===== src/include/epmux_map.vh =====
// Constants for the Ethernet port pin-mode mapping block
`ifndef EPMUX_MAP_VH
`define EPMUX_MAP_VH
`define EPMUX_MODE_MSB 4
`define EPMUX_MODE_LSB 3
`define EPMUX_FE_RMII 2'h3
`define EPMUX_FE_MII 2'h1
`define EPMUX_FE_GPSI 2'h0
`define EPMUX_UP_GMII 2'h3
`define EPMUX_UP_MII 2'h0
`define EPMUX_FM_IDLE 3'h0
`define EPMUX_FM_RMII 3'h1
`define EPMUX_FM_MII 3'h2
`define EPMUX_FM_GPSI 3'h3
`define EPMUX_FM_GMII 3'h4
`define EPMUX_DET_CYCLES 16'h0010
`endif


===== src/hdl/epmux_fe_port.v =====
// One access port: mode decode, pin mapping and clock direction
`timescale 1ns/100ps
`include "epmux_map.vh"
module epmux_fe_port (
	input wire i_mclk,
	input wire i_arst_n,
	input wire [7:0] i_access_port_iface_mode_field,
	input wire i_idle,
	input wire [3:0] i_rxd,
	input wire i_access_carrier_valid_in,
	input wire i_col,
	input wire i_access_tx_clock_pin,
	input wire i_access_rx_clock_pin,
	input wire i_clk_drive,
	input wire i_txen,
	input wire [3:0] i_txd,
	output reg [2:0] o_mode,
	output reg [3:0] o_rxd,
	output reg o_rx_valid,
	output reg o_col,
	output reg o_tx_clk_edge,
	output reg o_txen,
	output reg [3:0] o_txd,
	output reg o_clk_oe
);
	reg [1:0] txc_s_reg;
	reg [1:0] rxc_s_reg;
	reg txc_d_reg;
	reg [2:0] mode_next;
	wire [1:0] fld;
	assign fld = i_access_port_iface_mode_field[`EPMUX_MODE_MSB:`EPMUX_MODE_LSB];
	always @* begin
		case (fld)
			`EPMUX_FE_RMII: mode_next = `EPMUX_FM_RMII;
			`EPMUX_FE_MII: mode_next = `EPMUX_FM_MII;
			`EPMUX_FE_GPSI: mode_next = `EPMUX_FM_GPSI;
			default: mode_next = `EPMUX_FM_IDLE;
		endcase
		if (i_idle)
			mode_next = `EPMUX_FM_IDLE;
	end
	always @(posedge i_mclk or negedge i_arst_n) begin
		if (!i_arst_n) begin
			txc_s_reg <= 2'h0;
			rxc_s_reg <= 2'h0;
			txc_d_reg <= 1'b0;
			o_mode <= `EPMUX_FM_IDLE;
			o_rxd <= 4'h0;
			o_rx_valid <= 1'b0;
			o_col <= 1'b0;
			o_tx_clk_edge <= 1'b0;
			o_txen <= 1'b0;
			o_txd <= 4'h0;
			o_clk_oe <= 1'b0;
		end else begin
			// Clocks pass two flops; only the transmit clock then gets edge detection
			txc_s_reg <= {txc_s_reg[0], i_access_tx_clock_pin};
			rxc_s_reg <= {rxc_s_reg[0], i_access_rx_clock_pin};
			txc_d_reg <= txc_s_reg[1];
			o_mode <= mode_next;
			o_tx_clk_edge <= 1'b0;
			o_clk_oe <= 1'b0;
			o_rxd <= 4'h0;
			o_rx_valid <= 1'b0;
			o_col <= 1'b0;
			o_txen <= 1'b0;
			o_txd <= 4'h0; // Transmit pins stay driven, low when idle
			case (o_mode)
				`EPMUX_FM_RMII: begin
					o_rxd <= {2'h0, i_rxd[1:0]};
					o_rx_valid <= i_access_carrier_valid_in;
					o_txen <= i_txen;
					o_txd <= {2'h0, i_txd[1:0]};
				end
				`EPMUX_FM_MII: begin
					o_rxd <= i_rxd;
					o_rx_valid <= i_access_carrier_valid_in;
					o_col <= i_col;
					o_txen <= i_txen;
					o_txd <= i_txd;
					o_clk_oe <= i_clk_drive;
					o_tx_clk_edge <= txc_s_reg[1] & ~txc_d_reg;
				end
				`EPMUX_FM_GPSI: begin
					o_rxd <= {3'h0, i_rxd[0]};
					o_rx_valid <= i_access_carrier_valid_in;
					o_col <= i_col;
					o_txen <= i_txen;
					o_txd <= {3'h0, i_txd[0]};
					o_clk_oe <= i_clk_drive;
					o_tx_clk_edge <= txc_s_reg[1] & ~txc_d_reg;
				end
				default: begin
				end
			endcase
		end
	end
endmodule


===== src/hdl/epmux_top.v =====
// Pin-mode mapping for two access ports and the gigabit uplink
`timescale 1ns/100ps
`include "epmux_map.vh"
module epmux_top (
	input wire i_mclk,
	input wire i_arst_n,
	input wire i_module_detect_strap,
	input wire [2:0] i_module_present,
	input wire [7:0] i_access_port_iface_mode_field_0,
	input wire [7:0] i_access_port_iface_mode_field_1,
	input wire [7:0] i_uplink_iface_mode_field,
	input wire [7:0] i_fe_rxd,
	input wire [1:0] i_fe_crs_dv,
	input wire [1:0] i_fe_col,
	input wire [1:0] i_fe_txclk,
	input wire [1:0] i_fe_rxclk,
	input wire [1:0] i_fe_clk_drive,
	input wire [1:0] i_fe_txen,
	input wire [7:0] i_fe_txd,
	input wire [7:0] i_up_rxd,
	input wire i_up_rxdv,
	input wire i_up_rxer,
	input wire i_up_crs,
	input wire i_up_col,
	input wire i_gigabit_reference_clock_in,
	input wire i_uplink_mii_tx_clock_in,
	input wire i_up_txen,
	input wire [7:0] i_up_txd,
	output reg [5:0] o_fe_mode,
	output reg [7:0] o_fe_rxd,
	output reg [1:0] o_fe_rx_valid,
	output reg [1:0] o_fe_col,
	output reg [1:0] o_fe_tx_clk_edge,
	output reg [1:0] o_fe_clk_oe,
	output reg [1:0] o_fe_txen,
	output reg [7:0] o_fe_txd,
	output reg [2:0] o_up_mode,
	output reg [7:0] o_up_rxd,
	output reg o_up_rxdv,
	output reg o_up_rxer,
	output reg o_up_crs,
	output reg o_up_col,
	output reg o_up_tx_clk_edge,
	output reg o_uplink_gigabit_tx_clock_out,
	output reg o_up_txen,
	output reg [7:0] o_up_txd,
	output reg [2:0] o_present
);
	reg [2:0] pres_s1_reg;
	reg [2:0] pres_s2_reg;
	reg [1:0] strap_s_reg;
	reg [1:0] gref_s_reg;
	reg [1:0] mtx_s_reg;
	reg gref_d_reg;
	reg mtx_d_reg;
	reg [2:0] up_mode_next;
	wire [2:0] pres_w;
	wire [2:0] idle;
	wire [5:0] fe_mode_w;
	wire [7:0] fe_rxd_w;
	wire [1:0] fe_rxv_w;
	wire [1:0] fe_col_w;
	wire [1:0] fe_edge_w;
	wire [1:0] fe_oe_w;
	wire [1:0] fe_txen_w;
	wire [7:0] fe_txd_w;
	wire [1:0] up_fld;
	wire [7:0] fe_fld [0:1];
	assign fe_fld[0] = i_access_port_iface_mode_field_0;
	assign fe_fld[1] = i_access_port_iface_mode_field_1;
	assign up_fld = i_uplink_iface_mode_field[`EPMUX_MODE_MSB:`EPMUX_MODE_LSB];

	genvar g;
	generate
		for (g = 0; g < 3; g = g + 1) begin : g_det
			reg [15:0] cnt_reg;
			reg hit_reg;
			// Presence must hold steady before it counts, to ride out hot insertion
			always @(posedge i_mclk or negedge i_arst_n) begin
				if (!i_arst_n) begin
					cnt_reg <= 16'h0000;
					hit_reg <= 1'b0;
				end else if (!pres_s2_reg[g]) begin
					cnt_reg <= 16'h0000;
					hit_reg <= 1'b0;
				end else if (cnt_reg == `EPMUX_DET_CYCLES) begin
					hit_reg <= 1'b1;
				end else begin
					cnt_reg <= cnt_reg + 16'h0001;
				end
			end
			assign pres_w[g] = hit_reg;
			assign idle[g] = strap_s_reg[1] & ~hit_reg;
		end
		for (g = 0; g < 2; g = g + 1) begin : g_fe
			epmux_fe_port u_port (
				.i_mclk(i_mclk),
				.i_arst_n(i_arst_n),
				.i_access_port_iface_mode_field(fe_fld[g]),
				.i_idle(idle[g]),
				.i_rxd(i_fe_rxd[g*4+3:g*4]),
				.i_access_carrier_valid_in(i_fe_crs_dv[g]),
				.i_col(i_fe_col[g]),
				.i_access_tx_clock_pin(i_fe_txclk[g]),
				.i_access_rx_clock_pin(i_fe_rxclk[g]),
				.i_clk_drive(i_fe_clk_drive[g]),
				.i_txen(i_fe_txen[g]),
				.i_txd(i_fe_txd[g*4+3:g*4]),
				.o_mode(fe_mode_w[g*3+2:g*3]),
				.o_rxd(fe_rxd_w[g*4+3:g*4]),
				.o_rx_valid(fe_rxv_w[g]),
				.o_col(fe_col_w[g]),
				.o_tx_clk_edge(fe_edge_w[g]),
				.o_txen(fe_txen_w[g]),
				.o_txd(fe_txd_w[g*4+3:g*4]),
				.o_clk_oe(fe_oe_w[g])
			);
		end
	endgenerate

	always @* begin
		case (up_fld)
			`EPMUX_UP_GMII: up_mode_next = `EPMUX_FM_GMII;
			`EPMUX_UP_MII: up_mode_next = `EPMUX_FM_MII;
			default: up_mode_next = `EPMUX_FM_IDLE;
		endcase
		if (idle[2])
			up_mode_next = `EPMUX_FM_IDLE;
	end

	always @(*) begin
		o_fe_mode = fe_mode_w;
		o_fe_rxd = fe_rxd_w;
		o_fe_rx_valid = fe_rxv_w;
		o_fe_col = fe_col_w;
		o_fe_tx_clk_edge = fe_edge_w;
		o_fe_clk_oe = fe_oe_w;
		o_fe_txen = fe_txen_w;
		o_fe_txd = fe_txd_w;
		o_present = pres_w;
	end

	always @(posedge i_mclk or negedge i_arst_n) begin
		if (!i_arst_n) begin
			pres_s1_reg <= 3'h0;
			pres_s2_reg <= 3'h0;
			strap_s_reg <= 2'h0;
			gref_s_reg <= 2'h0;
			mtx_s_reg <= 2'h0;
			gref_d_reg <= 1'b0;
			mtx_d_reg <= 1'b0;
			o_up_mode <= `EPMUX_FM_IDLE;
			o_up_rxd <= 8'h00;
			o_up_rxdv <= 1'b0;
			o_up_rxer <= 1'b0;
			o_up_crs <= 1'b0;
			o_up_col <= 1'b0;
			o_up_tx_clk_edge <= 1'b0;
			o_uplink_gigabit_tx_clock_out <= 1'b0;
			o_up_txen <= 1'b0;
			o_up_txd <= 8'h00;
		end else begin
			pres_s1_reg <= i_module_present;
			pres_s2_reg <= pres_s1_reg;
			strap_s_reg <= {strap_s_reg[0], i_module_detect_strap};
			gref_s_reg <= {gref_s_reg[0], i_gigabit_reference_clock_in};
			mtx_s_reg <= {mtx_s_reg[0], i_uplink_mii_tx_clock_in};
			gref_d_reg <= gref_s_reg[1];
			mtx_d_reg <= mtx_s_reg[1];
			o_up_mode <= up_mode_next;
			o_up_rxd <= 8'h00;
			o_up_rxdv <= 1'b0;
			o_up_rxer <= 1'b0;
			o_up_crs <= 1'b0;
			o_up_col <= 1'b0;
			o_up_tx_clk_edge <= 1'b0;
			o_uplink_gigabit_tx_clock_out <= 1'b0;
			o_up_txen <= 1'b0;
			o_up_txd <= 8'h00;
			case (o_up_mode)
				`EPMUX_FM_GMII: begin
					o_up_rxd <= i_up_rxd;
					o_up_rxdv <= i_up_rxdv;
					o_up_rxer <= i_up_rxer;
					o_up_crs <= i_up_crs;
					o_up_col <= i_up_col;
					o_up_txen <= i_up_txen;
					o_up_txd <= i_up_txd;
					// Sampled copy of the reference; true gigabit rate needs a PLL
					o_uplink_gigabit_tx_clock_out <= gref_s_reg[1];
					o_up_tx_clk_edge <= gref_s_reg[1] & ~gref_d_reg;
				end
				`EPMUX_FM_MII: begin
					o_up_rxd <= {4'h0, i_up_rxd[3:0]};
					o_up_rxdv <= i_up_rxdv;
					o_up_crs <= i_up_crs;
					o_up_col <= i_up_col;
					o_up_txen <= i_up_txen;
					o_up_txd <= {4'h0, i_up_txd[3:0]};
					o_up_tx_clk_edge <= mtx_s_reg[1] & ~mtx_d_reg;
				end
				default: begin
				end
			endcase
		end
	end
endmodule


===== config.mk =====
export PLATFORM = sky130hd
export DESIGN_NAME = epmux_top
export DESIGN_NICKNAME = d
export VERILOG_FILES = /design/src/hdl/epmux_fe_port.v /design/src/hdl/epmux_top.v
export VERILOG_INCLUDE_DIRS = /design/src /design/src/include
export SDC_FILE = /design/constraint.sdc
export NUM_CORES = 1
export LEC_CHECK = 0
export BUFFER_PORTS_ARGS = -buffer_cell sky130_fd_sc_hd__buf_2
export CAP_MARGIN = 20
export CORE_MARGIN = 2
export CORE_UTILIZATION = 35
export DETAILED_ROUTE_END_ITERATION = 8
export PLACE_DENSITY = 0.68
export SLEW_MARGIN = 25
export SYNTH_ARGS = -nofsm -noshare
export SYNTH_HDL_FRONTEND = slang
export SYNTH_SLANG_ARGS = --single-unit

===== constraint.sdc =====
create_clock -name i_mclk -period 4.66 [get_ports i_mclk]
set_clock_uncertainty 0.15 [all_clocks]
set_input_delay 0.466 -clock i_mclk [delete_from_list [all_inputs] [get_ports i_mclk]]
set_output_delay 0.466 -clock i_mclk [all_outputs]
set_load 0.01 [all_outputs]

==> metrics.md <==
| Metric | Value |
|---|---|
| Drc violations | `0` |
| Clock buffer depth | `2` |
| Layout cell share with drive strength beyond 1 | `between 20% and 30%` |
| Area of the core | `roughly 0.015 sq mm` |
| Final period util | `between 40% and 50%` |
| Worst Setup Path Type | `flop to flop` |
| Boundary Pins | `around 140` |
| Yosys Warn Count | `0` |
| Largest family of logic cells by synthesized area | `simple AND/OR/NAND/NOR gates` |
| Worst min path class | `primary input to asynchronous set/reset pin` |
| GR Overflow Total | `0` |
| CP Data Required Time | `between 4 and 5 ns` |
| Hold Fails Final Rpt | `5` |
| Unique cell type count in the Yosys netlist | `36` |
| CTS root buf | `clkbuf_16` |
| Slew HR | `43.4%` |
| Post-Syn Instances | `between 400 and 500` |
| First-pass GRT wire length | `roughly 17 mm` |
| Rows | `44` |
| Setup TNS | `0 ns` |
| Die extent in y | `127 um` |
| Async set-reset flop share out of synthesis | `100%` |
| Post_cts resized | `0` |
| Post-synthesis sequential area ratio | `between 60% and 70%` |
| Xor and xnor fraction of the mapped netlist area | `6.33%` |
| Number of flip-flops in the largest register | `between 40 and 50` |
| CTS Buf Count | `17` |
| Antenna-violating nets left | `0` |
| Initial drt markers | `about 160` |
| Worst hold slack | `-0.0141 ns` |
| Endpoint type of the worst setup path | `flop` |
| H-tree lvl count | `4` |
| Highest clock rate | `512 MHz` |
| Status | `complete, but fails checks` |
| Chip width | `approximately 130 um` |
| Crit path launch type | `flop` |
| Fin util | `a little under half` |
| Initial antenna violation count | `0` |
| WL final | `10.1 mm` |
| Crit path launch | `g_det[1].cnt_reg[2]` |
| Maximum vdd drop | `between 200 and 300 uV` |
| Area grow syn2layout | `26.7%` |
| Top post-synthesis cells by area | `dfrtp_1 (60%), and2_1 (8.2%), xnor2_1 (3.8%)` |
| Synth top cells by count | `dfrtp_1 (126), and2_1 (69), xnor2_1 (23), nor2b_1 (21), inv_1 (20)` |
| Synth Area in Simple Gates | `23.2%` |
| Die ar. | `0.0160 sq mm` |
| CTS clk-pin slew, worst paths | `~0.060 ns` |
| Synth Area in Adders | `under 10%` |
| Failing checks | `negative hold slack` |
| FF-to-FF path depth | `4` |
| Synth Area in Compound Gates | `approximately 1.7%` |
| CTS tree | `yes` |
| Final net count | `~660` |
| Leak | `about 3.4 nW` |
| Clock Latency Late Sink | `roughly 0.42 ns` |
| Mapped Area | `about 0.0053 sq mm` |
| DPL Wire Length | `just over 7 mm` |
| Drt via density | `between 4 and 5` |
| Final Critical Period | `approximately 2.0 ns` |
| Dominant synthesized flop cell | `dfrtp_1` |
| GPL Wtd Cong | `0.789` |
| Largest net degree at the start of global routing | `slightly below 70` |
| RSZ-0062 raised after global routing | `false` |
| Routed WL per cell | `13.2 um` |
| Number of global-route vias before repair | `around 3.6k` |
| Crit-path max FO | `7` |
| ANT cells | `0` |
| Drt first pass iters | `4` |
| Routed via count | `between 3k and 4k` |
| Tot GR Track Use | `between 10% and 20%` |
| Total clock sinks | `about 130` |
| Least-Margin Pin Slew | `0.849 ns` |
| Mapped Avg Cell Area | `approximately 12 sq um` |
| Max Cap Violations | `0` |
| PortBufs | `between 100 and 150` |
| Pwr Density | `403 mW/mm^2` |
| Endpoints failing setup | `0` |
| Pins Over Slew Limit | `0` |
| Starting Density | `between 30% and 40%` |
| Synth top area share | `60.0%` |
| Post-synth EDFFs | `0` |
| Most frequently used cell type in the post-synthesis netlist | `dfrtp_1` |
| Area leader, netlist | `dfrtp_1` |
| Multiplexer share of the synthesized area | `between 1 and 1.5%` |
| Crit path DAT | `roughly 2.1 ns` |
| RR Startpoint | `g_det[1].cnt_reg[2]` |
| Seq cells post-synth | `approximately 130` |
## report_power, final
part | internal [mW] | leakage (nW) | total, mW | switching (mW)
clock | 0.910 | 0.304 | 1.39 | 0.481
sequential | 1.13 | 1.68 | 1.15 | 0.0252
combinational | 0.0642 | 1.38 | 0.138 | 0.0738
## per-stage QoR
| stage | hold slack (ns) | setup slack (ns) | instances | power (mW) | instance area, sq um |
|---|---|---|---|---|---|
| after floorplan | 0.0204 | 2.87 | 445 | 1.23 | 5260 |
| after global placement | 0.184 | 2.77 | 727 | 1.30 | 5960 |
| after detailed placement | 0.185 | 2.71 | 727 | 1.31 | 5960 |
| after CTS | 0.00173 | 2.70 | 764 | 2.72 | 6640 |
| after global routing | 0.00770 | 2.61 | 766 | 2.79 | 6660 |
| final | -0.0141 | 2.71 | 766 | 2.68 | 6660 |
## cell type report
type	instances	area, sq um
Inverter	21	78.8
Sequential cell	126	3150
Fill cell	1301	7930
Clock buffer	19	443
Clock inverter	13	189
Timing Repair Buffer	127	678
Multi-Input combinational cell	276	1890
Tap cell	184	230
## what timing repair did
item / in CTS / in global routing
endpoints found under the hold margin: 5 / 2
buffers inserted: 0 / 0
hold buffers: 5 / 2
## layer usage
| layer | up-vias | wire (um) | track usage (%) |
|---|---|---|---|
| met5 | - | 0 | 0 |
| met4 | 0 | 181 | 6.53 |
| met3 | 14 | 675 | 4.81 |
| met2 | 113 | 4700 | 21.6 |
| met1 | 1667 | 4560 | 16.7 |
| li1 | 1703 | - | - |
## final timing paths
check | slack, ns | to
setup / recovery | 2.71 | g_det[1].cnt_reg[15]
hold / removal | -0.01 | g_fe[0].u_port.o_txen
setup reg to reg | 2.71 | g_det[1].cnt_reg[15]
hold reg to reg | 0.19 | g_fe[1].u_port.txc_s_reg[1]
max in group asynchronous | 3.39 | pres_s1_reg[2]
min in group i_mclk | 0.02 | g_fe[0].u_port.txc_s_reg[0]
## worst max-delay path: stages (launching register included)
cell      delay (ns)
dfrtp_1         0.45
nand4_2         0.18
or3_4           0.42
or4_1           0.51
a21boi_1        0.17
## layout by cell type, fill, tap and decap left out, types with 14 or more instances in the layout
master       n
nor4_1      14
inv_1       20
buf_2      117
xnor2_1     23
nor2b_1     21
ha_1        14
nand3_1     14
and2_1      69
nand2_1     18
clkbuf_16   17
xor2_1      15
dfrtp_1    126
## logic make-up (layout without fill, tap and decap cells)
kind of cell	Yosys count	after routing
xor gates and xnor gates	38	38
and+or+nand+nor	202	202
AOI/OAI and AO/OA	13	13
adders and majority gates	14	14
other	1	3
DFF	126	126
buffers and inverters	43	180
muxes	6	6
No activity file was read; power rests on OpenSTA's default activity.
